`config.mk`:
```
export PLATFORM = sky130hd
export DESIGN_NAME = rf_proximity_frame_cmd_check
export DESIGN_NICKNAME = d
export VERILOG_FILES = /design/src/rfp_pkg.sv /design/src/rf_proximity_frame_cmd_check.sv
export VERILOG_INCLUDE_DIRS = /design/src
export SDC_FILE = /design/constraint.sdc
export NUM_CORES = 2
export LEC_CHECK = 0
export BUFFER_PORTS_ARGS = -buffer_cell sky130_fd_sc_hd__buf_2
export CAP_MARGIN = 20
export CORE_MARGIN = 1.5
export CORE_UTILIZATION = 50
export CTS_CLUSTER_SIZE = 16
export DETAILED_ROUTE_END_ITERATION = 7
export PLACE_DENSITY = 0.66
export SLEW_MARGIN = 20
export SYNTH_ARGS = -nofsm -noshare
export SYNTH_HDL_FRONTEND = slang
export SYNTH_SLANG_ARGS = --single-unit
```
`constraint.sdc`:
```
create_clock -name clock -period 5.4 [get_ports clock]
set_input_delay 0.81 -clock clock [delete_from_list [all_inputs] [get_ports clock]]
set_output_delay 0.81 -clock clock [all_outputs]
set_load 0.1 [all_outputs]
```
`src/rfp_defs.svh`:
```
/*
 Constants of the proximity frame and command checker: framing, status codes, limits, timing.
 Assumes a 125 MHz system clock and a demodulator that supplies decoded bits with a strobe.
*/
// Overview of operation
// - One command frame in, at most one response frame out.
// - Manchester bits both ways at 212 or 424 kbps.
// - Eight bits per character, MSB first, no framing bits, no gaps.
// - Frame: six zero bytes, sync B24D, length (data+1), data, check code.
// - Poll code FFFF: always answer.
// - Poll code AAFF: answer when stored code upper byte is AA.
// - Other poll codes: answer only on exact match.
// - Poll answer carries the eight-byte card identifier.
// - Timing descriptor: bytes 0,1,7 FF, 2-4 zero, 5-6 stored.
// - Poll answer always goes in the first time slot.
// - Service list holds at most 15 (read) or 11 (write).
// - Differing services in one list give an error.
// - Memory is 16-byte blocks by number, content unstructured.
// - Nonzero access bits 6-4 of element byte 0 give an error.
// - Nonzero bits 7-3 of third element byte give an error.
// - Two-byte element is RF; mode 000 RF, 100 tunnel, others error.
// - Block limits: read 13 RF, 15 tunnel; write 12 or 11.
// - Tunnel block numbers must ascend by one; RF order is free.
// - Ascending order wraps from FF to 00.
// - All listed blocks must share one mode.
// - Block element faults report FF/A5; block count FF/A2.
// - Service count FF/A1, mismatch FF/A3, normal 00/00.
`ifndef RFP_DEFS_SVH
`define RFP_DEFS_SVH
`define SYNC_CODE      16'hb24d
`define PREAMBLE_BYTES 8'h06
`define CRC_POLY       16'h1021
`define CRC_INIT       16'h0000
`define CMD_POLL       8'h00
`define CMD_READ       8'h06
`define CMD_WRITE      8'h08
`define RSP_POLL       8'h01
`define POLL_ALL       16'hffff
`define POLL_CLASS     16'haaff
`define CLASS_HI       8'haa
`define POLL_DLEN      8'h05
`define RSP_POLL_DLEN  8'h11
`define RSP_ERR_DLEN   8'h0b
`define ST_FAIL        8'hff
`define ST_OK          8'h00
`define ST_SVC_CNT     8'ha1
`define ST_BLK_CNT     8'ha2
`define ST_SVC_DIFF    8'ha3
`define ST_BLK_SPEC    8'ha5
`define MAX_SVC_RD     8'h0f
`define MAX_SVC_WR     8'h0b
`define MAX_BLK_RD_RF  8'h0d
`define MAX_BLK_RD_TN  8'h0f
`define MAX_BLK_WR_LO  8'h0c
`define MAX_BLK_WR_HI  8'h0b
`define SVC_SPLIT      8'h08
`define MODE_RF        3'h0
`define MODE_TUNNEL    3'h4
`define CLK_KHZ        125000
`define RATE_LO_KBPS   212
`define RATE_HI_KBPS   424
`define HALF_LO        (`CLK_KHZ / (2 * `RATE_LO_KBPS))
`define HALF_HI        (`CLK_KHZ / (2 * `RATE_HI_KBPS))
`endif

```
`src/rfp_pkg.sv`:
```
/*
 Types of the proximity frame and command checker.
 Assumes nothing beyond the constants header.
*/
package rfp_pkg;
    typedef enum logic [3:0] {
        S_HUNT = 4'h0,
        S_LEN  = 4'h1,
        S_DATA = 4'h2,
        S_CRC  = 4'h3,
        S_EXEC = 4'h4,
        S_SVC  = 4'h5,
        S_BLK  = 4'h6,
        S_DONE = 4'h7,
        S_TX   = 4'h8
    } state_t;
endpackage

```
`src/rf_proximity_frame_cmd_check.sv`:
```
/*
 Tag-side frame receiver, poll responder and service/block list checker.
 Assumes decoded bits with a strobe from an asynchronous demodulator, and a
 downstream command body that acts on chk_done with status 00/00.
*/
`timescale 1ns/10ps
`include "rfp_defs.svh"
module rf_proximity_frame_cmd_check #(
    parameter int MAXLEN     = 128,
    parameter int MEM_BLOCKS = 32
) (
    // Clock and reset
    input  wire logic        clock,
    input  wire logic        reset_n,
    // Decoded receive bits (pins)
    input  wire logic        rx_bit_pin,
    input  wire logic        rx_stb_pin,
    // Stored parameters
    input  wire logic [15:0] stored_system_code,
    input  wire logic [63:0] card_identifier_area,
    input  wire logic [15:0] response_time_params,
    input  wire logic        rate_424,
    // Load modulation output
    output logic             tx_out_r,
    output logic             tx_active_r,
    // Check results
    output logic             chk_done_r,
    output logic [7:0]       chk_status1_r,
    output logic [7:0]       chk_status2_r,
    output logic             chk_tunnel_r,
    output logic             frame_drop_r
);
    function automatic logic [15:0] crc_upd(input logic [15:0] c, input logic [7:0] b);
        logic [15:0] r;
        r = c;
        for (int i = 7; i >= 0; i--) begin
            r = {r[14:0], 1'b0} ^ ((r[15] ^ b[i]) ? `CRC_POLY : 16'h0000);
        end
        return r;
    endfunction

    // Input synchronisers, first stage read only by second
    logic [1:0] bit_s_r, stb_s_r;
    logic       stb_d_r;
    always_ff @(posedge clock or negedge reset_n) begin
        if (!reset_n) begin
            bit_s_r <= 2'h0;
            stb_s_r <= 2'h0;
            stb_d_r <= 1'b0;
        end else begin
            bit_s_r <= {bit_s_r[0], rx_bit_pin};
            stb_s_r <= {stb_s_r[0], rx_stb_pin};
            stb_d_r <= stb_s_r[1];
        end
    end
    wire logic bit_in = bit_s_r[1];
    wire logic bit_ev = stb_s_r[1] & ~stb_d_r;

    rfp_pkg::state_t st_r, st_nxt;
    logic [7:0]  buf_r [MAXLEN];
    logic [15:0] sh_r, sh_nxt, crc_r, crc_nxt;
    logic [2:0]  bc_r, bc_nxt, mode_r, mode_nxt;
    logic [7:0]  len_r, len_nxt, cnt_r, cnt_nxt, ptr_r, ptr_nxt, nb_r, nb_nxt, prev_r, prev_nxt;
    logic [7:0]  s2_r, s2_nxt, tn_r, tn_nxt, k_r, k_nxt;
    logic        is_poll_r, is_poll_nxt, we;
    logic [8:0]  half_r, half_nxt;
    logic        ph_r, ph_nxt, tx_nxt, act_nxt, done_nxt, drop_nxt, tun_nxt;
    logic [7:0]  s1_nxt, s2o_nxt;

    wire logic [7:0] rx_byte = {sh_r[6:0], bit_in};
    wire logic [7:0] cmd = buf_r[0];
    wire logic [15:0] req_sc = {buf_r[1], buf_r[2]};
    wire logic is_wr = (cmd == `CMD_WRITE);
    wire logic [7:0] max_svc = is_wr ? `MAX_SVC_WR : `MAX_SVC_RD;
    wire logic poll_hit = (req_sc == `POLL_ALL)
        || (req_sc == `POLL_CLASS && stored_system_code[15:8] == `CLASS_HI)
        || (req_sc == stored_system_code);
    // Block element view at ptr
    wire logic [7:0] e0 = buf_r[ptr_r[6:0]];
    wire logic [7:0] bn = buf_r[7'(ptr_r + 8'h01)];
    wire logic [7:0] e2 = e0[7] ? 8'h00 : buf_r[7'(ptr_r + 8'h02)];
    wire logic [2:0] md = e2[2:0];
    wire logic first = (cnt_r == 8'h00);
    wire logic [7:0] max_blk = !is_wr ? ((mode_r == `MODE_TUNNEL) ? `MAX_BLK_RD_TN
        : `MAX_BLK_RD_RF) : ((buf_r[9] > `SVC_SPLIT) ? `MAX_BLK_WR_HI : `MAX_BLK_WR_LO);
    wire logic blk_bad = (e0[6:4] != 3'h0)
        || (e2[7:3] != 5'h00)
        || (md != `MODE_RF && md != `MODE_TUNNEL)
        || (!first && md != mode_r)
        || (!first && md == `MODE_TUNNEL && bn != 8'(prev_r + 8'h01))
        || (md == `MODE_RF && {24'h0, bn} >= MEM_BLOCKS);

    // Response frame byte k
    logic [7:0] tx_byte, dbyte, j;
    always_comb begin
        j = 8'(k_r - 8'h09);
        if (is_poll_r) begin
            unique case (j)
                8'h00:                      dbyte = `RSP_POLL;
                8'h09, 8'h0a, 8'h10:        dbyte = 8'hff;
                8'h0e:                      dbyte = response_time_params[15:8];
                8'h0f:                      dbyte = response_time_params[7:0];
                8'h0b, 8'h0c, 8'h0d:        dbyte = 8'h00;
                default:                    dbyte = card_identifier_area[8'(8'h08 - j) * 8 +: 8];
            endcase
        end else begin
            unique case (j)
                8'h00:   dbyte = 8'(cmd + 8'h01);
                8'h09:   dbyte = `ST_FAIL;
                8'h0a:   dbyte = s2_r;
                default: dbyte = card_identifier_area[8'(8'h08 - j) * 8 +: 8];
            endcase
        end
        if (k_r < `PREAMBLE_BYTES)          tx_byte = 8'h00;
        else if (k_r == 8'h06)              tx_byte = 8'(`SYNC_CODE >> 8);
        else if (k_r == 8'h07)              tx_byte = 8'(`SYNC_CODE & 16'h00ff);
        else if (k_r == 8'h08)              tx_byte = 8'(tn_r + 8'h01);
        else if (k_r == 8'(tn_r + 8'h09))   tx_byte = crc_r[15:8];
        else if (k_r == 8'(tn_r + 8'h0a))   tx_byte = crc_r[7:0];
        else                                tx_byte = dbyte;
    end

    always_comb begin
        st_nxt = st_r; sh_nxt = sh_r; crc_nxt = crc_r; bc_nxt = bc_r; mode_nxt = mode_r;
        len_nxt = len_r; cnt_nxt = cnt_r; ptr_nxt = ptr_r; nb_nxt = nb_r; prev_nxt = prev_r;
        s2_nxt = s2_r; tn_nxt = tn_r; k_nxt = k_r; is_poll_nxt = is_poll_r; we = 1'b0;
        half_nxt = half_r; ph_nxt = ph_r; tx_nxt = tx_out_r; act_nxt = 1'b0;
        done_nxt = 1'b0; drop_nxt = 1'b0; tun_nxt = chk_tunnel_r;
        s1_nxt = chk_status1_r; s2o_nxt = chk_status2_r;
        if (bit_ev && st_r <= rfp_pkg::S_CRC) begin
            sh_nxt = {sh_r[14:0], bit_in};
            bc_nxt = 3'(bc_r + 3'h1);
        end
        unique case (st_r)
            rfp_pkg::S_HUNT: if (bit_ev && sh_nxt == `SYNC_CODE) begin
                st_nxt = rfp_pkg::S_LEN;
                bc_nxt = 3'h0;
            end
            rfp_pkg::S_LEN: if (bit_ev && bc_r == 3'h7) begin
                len_nxt = rx_byte;
                crc_nxt = crc_upd(`CRC_INIT, rx_byte);
                cnt_nxt = 8'h00;
                if (rx_byte < 8'h02 || {24'h0, rx_byte} > MAXLEN) begin
                    st_nxt = rfp_pkg::S_HUNT;
                    drop_nxt = 1'b1;
                end else st_nxt = rfp_pkg::S_DATA;
            end
            rfp_pkg::S_DATA: if (bit_ev && bc_r == 3'h7) begin
                we = 1'b1;
                crc_nxt = crc_upd(crc_r, rx_byte);
                cnt_nxt = 8'(cnt_r + 8'h01);
                if (cnt_nxt == 8'(len_r - 8'h01)) begin
                    st_nxt = rfp_pkg::S_CRC;
                    cnt_nxt = 8'h00;
                end
            end
            rfp_pkg::S_CRC: if (bit_ev && bc_r == 3'h7) begin
                crc_nxt = crc_upd(crc_r, rx_byte);
                cnt_nxt = 8'(cnt_r + 8'h01);
                if (cnt_r == 8'h01) begin
                    // Residue over length, data plus code is zero when intact
                    st_nxt = (crc_nxt == 16'h0000) ? rfp_pkg::S_EXEC : rfp_pkg::S_HUNT;
                    drop_nxt = (crc_nxt != 16'h0000);
                    sh_nxt = 16'h0000;
                end
            end
            rfp_pkg::S_EXEC: begin
                st_nxt = rfp_pkg::S_HUNT;
                is_poll_nxt = (cmd == `CMD_POLL);
                if (cmd == `CMD_POLL && len_r == 8'(`POLL_DLEN + 8'h01) && poll_hit) begin
                    tn_nxt = `RSP_POLL_DLEN;
                    st_nxt = rfp_pkg::S_TX;
                end else if (cmd == `CMD_READ || is_wr) begin
                    st_nxt = rfp_pkg::S_DONE;
                    s2_nxt = `ST_SVC_CNT;
                    if (buf_r[9] != 8'h00 && buf_r[9] <= max_svc) begin
                        st_nxt = rfp_pkg::S_SVC;
                        ptr_nxt = 8'h0c;
                        cnt_nxt = 8'h01;
                    end
                end
            end
            rfp_pkg::S_SVC: begin
                if (cnt_r == buf_r[9]) begin
                    nb_nxt = buf_r[ptr_r[6:0]];
                    ptr_nxt = 8'(ptr_r + 8'h01);
                    cnt_nxt = 8'h00;
                    st_nxt = rfp_pkg::S_BLK;
                    s2_nxt = `ST_BLK_CNT;
                    if (nb_nxt == 8'h00 || nb_nxt > `MAX_BLK_RD_TN) st_nxt = rfp_pkg::S_DONE;
                end else if ({buf_r[ptr_r[6:0]], buf_r[7'(ptr_r + 8'h01)]}
                             != {buf_r[10], buf_r[11]}) begin
                    s2_nxt = `ST_SVC_DIFF;
                    st_nxt = rfp_pkg::S_DONE;
                end else begin
                    ptr_nxt = 8'(ptr_r + 8'h02);
                    cnt_nxt = 8'(cnt_r + 8'h01);
                end
            end
            rfp_pkg::S_BLK: begin
                if (blk_bad) begin
                    s2_nxt = `ST_BLK_SPEC;
                    st_nxt = rfp_pkg::S_DONE;
                end else begin
                    mode_nxt = md;
                    prev_nxt = bn;
                    ptr_nxt = 8'(ptr_r + (e0[7] ? 8'h02 : 8'h03));
                    cnt_nxt = 8'(cnt_r + 8'h01);
                    if (cnt_nxt == nb_r) begin
                        st_nxt = rfp_pkg::S_DONE;
                        s2_nxt = (nb_r > ((md == `MODE_TUNNEL && !is_wr) ? `MAX_BLK_RD_TN
                            : (first ? max_blk : max_blk))) ? `ST_BLK_CNT : `ST_OK;
                    end
                end
            end
            rfp_pkg::S_DONE: begin
                done_nxt = 1'b1;
                tun_nxt = (mode_r == `MODE_TUNNEL);
                s1_nxt = (s2_r == `ST_OK) ? `ST_OK : `ST_FAIL;
                s2o_nxt = s2_r;
                tn_nxt = `RSP_ERR_DLEN;
                st_nxt = (s2_r == `ST_OK) ? rfp_pkg::S_HUNT : rfp_pkg::S_TX;
                k_nxt = 8'h00;
                bc_nxt = 3'h0;
                crc_nxt = `CRC_INIT;
                half_nxt = 9'h000;
                ph_nxt = 1'b0;
            end
            rfp_pkg::S_TX: begin
                act_nxt = 1'b1;
                tx_nxt = tx_byte[3'h7 - bc_r] ^ ph_r;
                half_nxt = 9'(half_r + 9'h001);
                if ({23'h0, half_r} == (rate_424 ? `HALF_HI : `HALF_LO) - 1) begin
                    half_nxt = 9'h000;
                    ph_nxt = ~ph_r;
                    if (ph_r) begin
                        bc_nxt = 3'(bc_r + 3'h1);
                        if (bc_r == 3'h7) begin
                            k_nxt = 8'(k_r + 8'h01);
                            if (k_r >= 8'h08 && k_r <= 8'(tn_r + 8'h08))
                                crc_nxt = crc_upd(crc_r, tx_byte);
                            if (k_r == 8'(tn_r + 8'h0a)) begin
                                st_nxt = rfp_pkg::S_HUNT;
                                act_nxt = 1'b0;
                                tx_nxt = 1'b0;
                            end
                        end
                    end
                end
            end
            default: st_nxt = rfp_pkg::S_HUNT;
        endcase
        if (st_r == rfp_pkg::S_EXEC && st_nxt == rfp_pkg::S_TX) begin
            k_nxt = 8'h00; bc_nxt = 3'h0; crc_nxt = `CRC_INIT; half_nxt = 9'h000; ph_nxt = 1'b0;
        end
    end

    always_ff @(posedge clock) begin
        if (we) buf_r[cnt_r[6:0]] <= rx_byte;
    end

    always_ff @(posedge clock or negedge reset_n) begin
        if (!reset_n) begin
            st_r <= rfp_pkg::S_HUNT; sh_r <= 16'h0000; crc_r <= 16'h0000; bc_r <= 3'h0;
            mode_r <= 3'h0; len_r <= 8'h00; cnt_r <= 8'h00; ptr_r <= 8'h00; nb_r <= 8'h00;
            prev_r <= 8'h00; s2_r <= 8'h00; tn_r <= 8'h00; k_r <= 8'h00; is_poll_r <= 1'b0;
            half_r <= 9'h000; ph_r <= 1'b0; tx_out_r <= 1'b0; tx_active_r <= 1'b0;
            chk_done_r <= 1'b0; chk_status1_r <= 8'h00; chk_status2_r <= 8'h00;
            chk_tunnel_r <= 1'b0; frame_drop_r <= 1'b0;
        end else begin
            st_r <= st_nxt; sh_r <= sh_nxt; crc_r <= crc_nxt; bc_r <= bc_nxt;
            mode_r <= mode_nxt; len_r <= len_nxt; cnt_r <= cnt_nxt; ptr_r <= ptr_nxt;
            nb_r <= nb_nxt; prev_r <= prev_nxt; s2_r <= s2_nxt; tn_r <= tn_nxt; k_r <= k_nxt;
            is_poll_r <= is_poll_nxt; half_r <= half_nxt; ph_r <= ph_nxt;
            tx_out_r <= tx_nxt; tx_active_r <= act_nxt; chk_done_r <= done_nxt;
            chk_status1_r <= s1_nxt; chk_status2_r <= s2o_nxt; chk_tunnel_r <= tun_nxt;
            frame_drop_r <= drop_nxt;
        end
    end

    a_sync_hunt: assert property (@(posedge clock) disable iff (!reset_n)
        st_r == rfp_pkg::S_HUNT && bit_ev && sh_nxt == `SYNC_CODE |=> st_r == rfp_pkg::S_LEN)
        else $error("sync not taken");
    a_poll_all: assert property (@(posedge clock) disable iff (!reset_n)
        st_r == rfp_pkg::S_EXEC && cmd == `CMD_POLL && len_r == 8'h06 && req_sc == `POLL_ALL
        |=> st_r == rfp_pkg::S_TX ##1 tx_active_r) else $error("wildcard poll unanswered");
    a_poll_class: assert property (@(posedge clock) disable iff (!reset_n)
        st_r == rfp_pkg::S_EXEC && cmd == `CMD_POLL && req_sc == `POLL_CLASS
        && stored_system_code[15:8] != `CLASS_HI |=> st_r == rfp_pkg::S_HUNT)
        else $error("class poll answered");
    a_poll_miss: assert property (@(posedge clock) disable iff (!reset_n)
        st_r == rfp_pkg::S_EXEC && cmd == `CMD_POLL && req_sc != stored_system_code
        && req_sc != `POLL_ALL && req_sc != `POLL_CLASS |=> !tx_active_r [*2])
        else $error("mismatched poll answered");
    a_crc_drop: assert property (@(posedge clock) disable iff (!reset_n)
        st_r == rfp_pkg::S_CRC && st_nxt == rfp_pkg::S_HUNT |=> frame_drop_r && !tx_active_r)
        else $error("bad frame not dropped");
    a_svc_count: assert property (@(posedge clock) disable iff (!reset_n)
        st_r == rfp_pkg::S_EXEC && cmd == `CMD_WRITE && buf_r[9] > `MAX_SVC_WR
        |=> ##1 chk_done_r && chk_status2_r == `ST_SVC_CNT) else $error("service count");
    a_fail_pair: assert property (@(posedge clock) disable iff (!reset_n)
        chk_done_r |-> (chk_status1_r == `ST_OK) == (chk_status2_r == `ST_OK))
        else $error("status pair inconsistent");
    a_manch_half: assert property (@(posedge clock) disable iff (!reset_n)
        tx_active_r && $past(tx_active_r) && $rose(ph_r) ##1 1'b1 |-> tx_out_r != $past(tx_out_r))
        else $error("second half not inverted");
endmodule

```
# Word-level counts from Yosys, hierarchy flattened
# Memory sizes are Yosys's and may differ from the RTL's.
# Index checks and enable logic that the tools add are counted.
[word_totals]
reg_bits = 143
memories = 1
out_inout_bits = 21
ram_bits = 1024
word_cells = 368
[classes]
bitwise_logic = 51
reduce_logical = 58
shifts = 1
n_mux = 142
addsub = 18
eq_ne = 59
magnitude_cmp = 12
[memory_table]
columns = ["name", "depth", "width", "read_ports", "rd_clocked_by_memory_dff", "wr", "line", "rtl"]
rows = [
  ["buf_r", 128, 8, 9, 0, 1, "rf_proximity_frame_cmd_check.sv:60", "logic [7:0] buf_r [MAXLEN];"],
]
[ops]
columns = ["cell", "count"]
rows = [
  ["16-bit by 13-bit XOR with 16-bit output", 21],
  ["13-bit two-way mux", 24],
  ["8-bit two-way mux", 37],
  ["16-bit two-way mux", 11],
  ["8-bit by 4-bit equality test with 1-bit output (second input constant)", 9],
  ["8-bit case mux with 3 select lines", 3],
  ["4-bit two-way mux", 16],
  ["16-bit case mux with 4 select lines", 1],
  ["64-bit by 12-bit indexed part select with 8-bit output", 1],
  ["8-bit by 1-bit adder with 8-bit output (second input constant)", 6],
  ["16-bit equality test (second input constant)", 3],
  ["8-bit case mux with 6 select lines", 1],
  ["8-bit equality test", 5],
  ["8-bit logical NOT", 5],
  ["8-bit case mux with 5 select lines", 1],
  ["4-bit case mux with 9 select lines", 1],
  ["3-bit two-way mux", 11],
  ["8-bit by 3-bit equality test with 1-bit output (second input constant)", 4],
  ["9-bit by 32-bit equality test with 1-bit output", 1],
  ["8-bit case mux with 2 select lines", 2],
  ["9-bit two-way mux", 3],
  ["3-bit != test (second input constant)", 9],
  ["8-bit by 4-bit adder with 8-bit output (second input constant)", 3],
  ["1-bit two-way mux", 23],
  ["other kinds (65)", 140],
]

# Longest topological paths before layout
[depth]
ltp_word = 41
depth_mapped = 21

# Least setup slack after synthesis
# OpenSTA, ideal clock, no wires.
[synth_timing]
path_kind = "register to register"
startpoint = "register k_r[0]"
endpoint = "register crc_r[5]"
required_time_ns = 5.269
period_less_slack_ns = 5.163
path_buffers = 3
slack_ns = 0.237
arrival_ns = 5.032
path_stages_with_launch = 19
cell_sequence = "dfrtp_1 > clkbuf_1 > buf_2 > clkbuf_1 > inv_1 > ha_1 > nor2b_1 > or3_1 > a2111oi_1 > nand3_1 > nor2_1 > a311oi_1 > or4_1 > a21oi_1 > xor2_1 > xor3_1 > xnor2_1 > a222oi_1 > o21ai_1"
[synth_via]
elab_chain_cells = 26
elab_cells_between_ends = 65
classes_between = "2 x add/sub; 3 x order compare; 20 x eq/ne; 1 x shift; 23 x mux; 9 x bitwise; 7 x reduce/logical"
[synth_rtl]
columns = ["element", "line", "rtl"]
rows = [
  ["start: declaration", "rf_proximity_frame_cmd_check.sv:64", "logic [7:0] s2_r, s2_nxt, tn_r, tn_nxt, k_r, k_nxt;"],
  ["start signal: assignment", "rf_proximity_frame_cmd_check.sv:273", "nb_r <= nb_nxt; prev_r <= prev_nxt; s2_r <= s2_nxt; tn_r <= tn_nxt; k_r <= k_nxt;"],
  ["8-bit by 4-bit subtractor with 8-bit output", "rf_proximity_frame_cmd_check.sv:96", "j = 8'(k_r - 8'h09);"],
  ["4-bit by 8-bit subtractor with 8-bit output (tied with other cells)", "rf_proximity_frame_cmd_check.sv:104, rf_proximity_frame_cmd_check.sv:111", ""],
  ["64-bit by 12-bit indexed part select with 8-bit output or 3-bit OR reduction (tied branches)", "rf_proximity_frame_cmd_check.sv:104, rf_proximity_frame_cmd_check.sv:111, rf_proximity_frame_cmd_check.sv:98", ""],
  ["8-bit case mux with 5 select lines or 8-bit case mux with 3 select lines (tied branches)", "rf_proximity_frame_cmd_check.sv:98, rf_proximity_frame_cmd_check.sv:107", ""],
  ["8-bit two-way mux", "rf_proximity_frame_cmd_check.sv:97", "if (is_poll_r) begin"],
  ["8-bit two-way mux", "rf_proximity_frame_cmd_check.sv:119", "else if (k_r == 8'(tn_r + 8'h0a)) tx_byte = crc_r[7:0];"],
  ["8-bit two-way mux", "rf_proximity_frame_cmd_check.sv:118", "else if (k_r == 8'(tn_r + 8'h09)) tx_byte = crc_r[15:8];"],
  ["8-bit two-way mux", "rf_proximity_frame_cmd_check.sv:117", "else if (k_r == 8'h08) tx_byte = 8'(tn_r + 8'h01);"],
  ["[10 not listed]", "-", ""],
  ["13-bit two-way mux", "rf_proximity_frame_cmd_check.sv:37", "r = {r[14:0], 1'b0} ^ ((r[15] ^ b[i]) ? `CRC_POLY : 16'h0000);"],
  ["16-bit by 13-bit XOR with 16-bit output", "rf_proximity_frame_cmd_check.sv:37", ""],
  ["16-bit two-way mux", "rf_proximity_frame_cmd_check.sv:240", "if (k_r >= 8'h08 && k_r <= 8'(tn_r + 8'h08))"],
  ["16-bit two-way mux", "rf_proximity_frame_cmd_check.sv:238", "if (bc_r == 3'h7) begin"],
  ["16-bit two-way mux", "rf_proximity_frame_cmd_check.sv:236", "if (ph_r) begin"],
  ["16-bit two-way mux", "rf_proximity_frame_cmd_check.sv:233", "if ({23'h0, half_r} == (rate_424 ? `HALF_HI : `HALF_LO) - 1) begin"],
  ["16-bit case mux with 4 select lines", "rf_proximity_frame_cmd_check.sv:134", "unique case (st_r)"],
  ["16-bit two-way mux", "rf_proximity_frame_cmd_check.sv:253", "if (st_r == rfp_pkg::S_EXEC && st_nxt == rfp_pkg::S_TX) begin"],
  ["end signal: assignment", "rf_proximity_frame_cmd_check.sv:271", "st_r <= st_nxt; sh_r <= sh_nxt; crc_r <= crc_nxt; bc_r <= bc_nxt;"],
  ["end: declaration", "rf_proximity_frame_cmd_check.sv:61", "logic [15:0] sh_r, sh_nxt, crc_r, crc_nxt;"],
]
# Several ways; a longest one is shown, not always the timed one. The select of a mux whose other input is x is not followed.
# A chain may end at the register's enable or synchronous reset.

# Worst setup path in the final report
[layout_timing]
startpoint = "register ptr_r[1]"
endpoint = "register s2_r[2]"
[layout_via]
elab_chain_cells = 11
elab_cells_between_ends = 29
classes_between = "2 x add/sub; 1 x order compare; 7 x eq/ne; 3 x mux; 15 x reduce/logical; 1 x memory"
[layout_rtl]
columns = ["element", "line", "rtl"]
rows = [
  ["start: declaration", "rf_proximity_frame_cmd_check.sv:63", "logic [7:0] len_r, len_nxt, cnt_r, cnt_nxt, ptr_r, ptr_nxt, nb_r, nb_nxt, prev_r, prev_nxt;"],
  ["start signal: assignment", "rf_proximity_frame_cmd_check.sv:272", "mode_r <= mode_nxt; len_r <= len_nxt; cnt_r <= cnt_nxt; ptr_r <= ptr_nxt;"],
  ["8-bit by 2-bit adder with 8-bit output", "-", ""],
  ["memory read 128 x 8 bit *", "-", ""],
  ["parallel branches: the longest is 9 deep, another holds 8-bit by 6-bit greater-or-equal comparator with 1-bit output", "-", ""],
  ["end signal: assignment", "rf_proximity_frame_cmd_check.sv:273", ""],
  ["end: declaration", "rf_proximity_frame_cmd_check.sv:64", ""],
]
# Mark *: on every way between the ends.

==> flow_summary_export.csv <==
group,metric,value,unit
timing,max_slew_margin,0.1407,
critical_path,reg2reg_from,"ptr_r[1]",
synthesis,netlist.area_leader.share,0.4452,
power,seq_power_share,0.513,
layout,syn2layout_area_growth,12.97,%
synthesis,synth_flop_cell,"edfxtp_1",
timing,worst_slack,-0.1579,ns
layout,layout-drive-gt1-share,0.2959,
synthesis,seq_area_frac_synth,0.4894,
timing,fin_setup_tns,-0.7387,ns
timing,setup_viol,15,
synthesis,yosysWarnings,0,
layout,regArea,33850,um2
power,p_int,14.65,mW
timing,period_share,1.029,
timing,rsz0062_at_grt,"no",
power,p_per_area,238.5,nW/um2
layout,fin_area,78020,um2
synthesis,yosys.area.top_type,"edfxtp_1",
critical_path,required,6.09,ns
min_path,hold_path_class,"primary input to asynchronous set/reset pin",
clock_network,clock_path_buffers,3,
critical_path,critPathCaptureType,"flip-flop",
placed_design,place_area,73600,um2
timing,hold_viol,0,
power,p_sw_frac,0.2127,
layout,nets,5322,
timing,post-route-min-period,5.558,ns
synthesis,synth_seq_cells,1146,
synthesis,synth_most_common_cell,"edfxtp_1",
timing,tightest_slew,1.284,ns
floorplanning,fp.dieH,374.7,um
critical_path,cp-start-kind,"flip-flop",
timing,max_clock_freq,179.9,MHz
drt,totalWireLength,279.1,mm
power,leakage,21.89,nW
floorplanning,row_count,136,
clock_network,cts_tree,"done",
clock_network,clk_pin_slew,0.07,ns
floorplanning,fp.coreArea,137300,um2
drt,dr.first_iter.drc_count,9046,
status,outcome,"complete, but fails checks",
clock_network,hold_buffers,0,
drt,drt-vias-per-instance,7.494,
clock_network,clk_latency,0.82,ns
layout,multi_input_area,32980,um2
synthesis,ys_top_cells_by_area,"edfxtp_1 (45%), mux4_2 (22%), dfrtp_1 (4.4%)",
power,combPwrFrac,0.006,
timing,whs,0.03029,ns
clock_network,cts_root_buffer,"clkbuf_16",
synthesis,synth_edf_count,1024,
power,clkPwrFrac,0.481,
power,ir_drop,0.0002232,V
drt,vias,53146,
floorplanning,die_w,374.7,um
drt,detail-route-antenna-nets,0,
power,p_switching,3.958,mW
synthesis,synthDistinctLibCells,113,
grt,grt_usage,0.3939,
timing,slew_viol_final,0,
clock_network,cts_buffers,130,
placed_design,hpwlAfterDp,199.8,mm
critical_path,path_max_fanout,17,
critical_path,rrSetupSlack,-0.16,ns
clock_network,cts_sinks,1146,
grt,grt_max_degree,101,
synthesis,synthTopCellsByCount,"edfxtp_1 (1024), mux4_2 (677), nand2_1 (466)",
layout,fillers,10857,
placed_design,place_ws,-0.08931,ns
placed_design,io_buffers,118,
flow_run,maxCapViolCount,0,
clock_network,htree_levels,4,
timing,skew,0.03660,ns
grt,grt_pass1_wl,387.0,mm
drt,drcViolationCount,2,
grt,grt_overflow,0,
grt,antenna_found_initial,12,
critical_path,cp_data_arrival_time,6.25,ns
synthesis,synth_area_per_cell,14.05,um2
layout,fin_util,0.5682,
floorplanning,dieArea,140400,um2
placed_design,gp_congestion,1.157,
drt,first_pass_iters,8,
synthesis,syn_inst,4916,
grt,grt_pass1_vias,49909,
critical_path,reg2reg_to,"s2_r[2]",
synthesis,synth_area,69070,um2
critical_path,reg2reg_depth,19,
critical_path,critPathKind,"flip-flop to flip-flop",
floorplanning,io_pins,122,
floorplanning,start_util,0.5030,
status,violations,"design-rule violations, negative setup slack",
synthesis,synthArstFlopShare,0.1065,
drt,wire_per_inst,39.35,um
-- critical path: stages (launching register included) --
cell      delay, ns
dfrtp_4        0.47
buf_4          0.36
inv_1          0.11
ha_1           0.53
buf_4          0.28
and2_1         0.16
buf_4          0.30
buf_4          0.25
a32oi_1        0.23
a311oi_2       0.54
o32ai_1        0.34
o21ai_0        0.18
nand3b_1       0.10
a22oi_1        0.26
nand4_2        0.22
buf_4          0.20
a31oi_1        0.26
a21oi_1        0.25
buf_4          0.21
o21bai_1       0.19
-- layer usage --
layer  share of wire  wire (um)  up-vias  GRT usage
met4           0.074      20630        6     0.2405
met1            0.35      97770    26870     0.5140
met3            0.15      43040      942     0.1498
met2            0.42     117600     4735     0.5571
met5         0.00010         29        -          0
li1                -          -    20593          -
-- stage by stage --
stage,cells,power (mW)
floorplan,4918,9.771
global placement,6834,9.843
detailed placement,6836,9.845
CTS,7072,18.62
global route,7083,18.95
finish,7092,18.61
-- state kept, by name, indices dropped and copies added (netlist names), 2 cells and up --
signal and count:
sh_r 16, half_r 9, cnt_r 8, crc_r 16, ptr_r 7, buf_r 1024, prev_r 8, tn_r 3
nb_r 8, bc_r 3, st_r 4, s2_r 4, len_r 8, chk_status2_r 4, bit_s_r 2, k_r 8
mode_r 3, stb_s_r 2
-- layout make-up --
type                            count  area share
Antenna cell                        9   0.0002887
Clock buffer                      155     0.04412
Clock inverter                     81    0.009654
Inverter                           51    0.002486
Multi-Input combinational cell   3308      0.4227
Sequential cell                  1146      0.4339
Tap cell                         1794     0.02877
Timing Repair Buffer              548     0.05812
-- layout by cell type (no fill, tap or decap), drive strengths merged, types with 23 or more instances in the layout --
| master | n |
|---|---|
| edfxtp | 1024 |
| mux4 | 697 |
| buf | 547 |
| nand2 | 468 |
| mux2i | 282 |
| nor2 | 276 |
| nand3 | 239 |
| clkbuf | 156 |
| o21ai | 125 |
| dfrtp | 122 |
| a21oi | 120 |
| xnor2 | 110 |
| a22oi | 90 |
| nand4 | 78 |
| xor2 | 77 |
| inv | 61 |
| nor3 | 53 |
| clkinv | 53 |
| and3 | 48 |
| mux2 | 48 |
| ha | 36 |
| a32oi | 35 |
| a211oi | 34 |
| a31oi | 34 |
| a22o | 28 |
| nor2b | 28 |
| and2 | 28 |
| a221oi | 26 |
| o211ai | 25 |
| nor4 | 24 |
| a2111oi | 23 |
-- what timing repair did --
item	in CTS	in global routing
setup buffers	0	9
gates resized for setup	3	23
endpoints found under the setup margin	16	23
cloned	0	1
pin swaps	1	8
-- power by group through the flow --
stage               clock network (mW)  registers [mW]  logic, mW
global route                      9.29            9.54      0.119
floorplan                            0            9.74     0.0356
detailed placement                   0            9.73      0.110
finish                            8.95            9.55      0.110
CTS                               8.96            9.55      0.111
global placement                     0            9.73      0.108
-- logic make-up after synthesis --
| group | count (synthesis) | synth area share |
|---|---|---|
| compound gates | 725 | 0.07509 |
| xor+xnor | 189 | 0.02460 |
| fa+ha+maj | 36 | 0.006522 |
| buf+inv | 464 | 0.03676 |
| flops | 1146 | 0.4894 |
| mux | 1027 | 0.2771 |
| other cells | 1 | 0.00005429 |
| simple gates | 1328 | 0.09045 |
-- worst max path at each step --
stage / start / endpoint / slack (ns)
6_report: ptr_r[1] / s2_r[2] / -0.16
5_1_grt: k_r[1] / crc_r[5] / 0.01
4_1_cts: ptr_r[1] / s2_r[0] / -0.003
3_5_place_dp: ptr_r[0] / cnt_r[7] / -0.09
3_3_place_gp: ptr_r[0] / cnt_r[7] / -0.07
2_1_floorplan: k_r[0] / crc_r[5] / 0.24
Power figures use the tool's default switching activity.
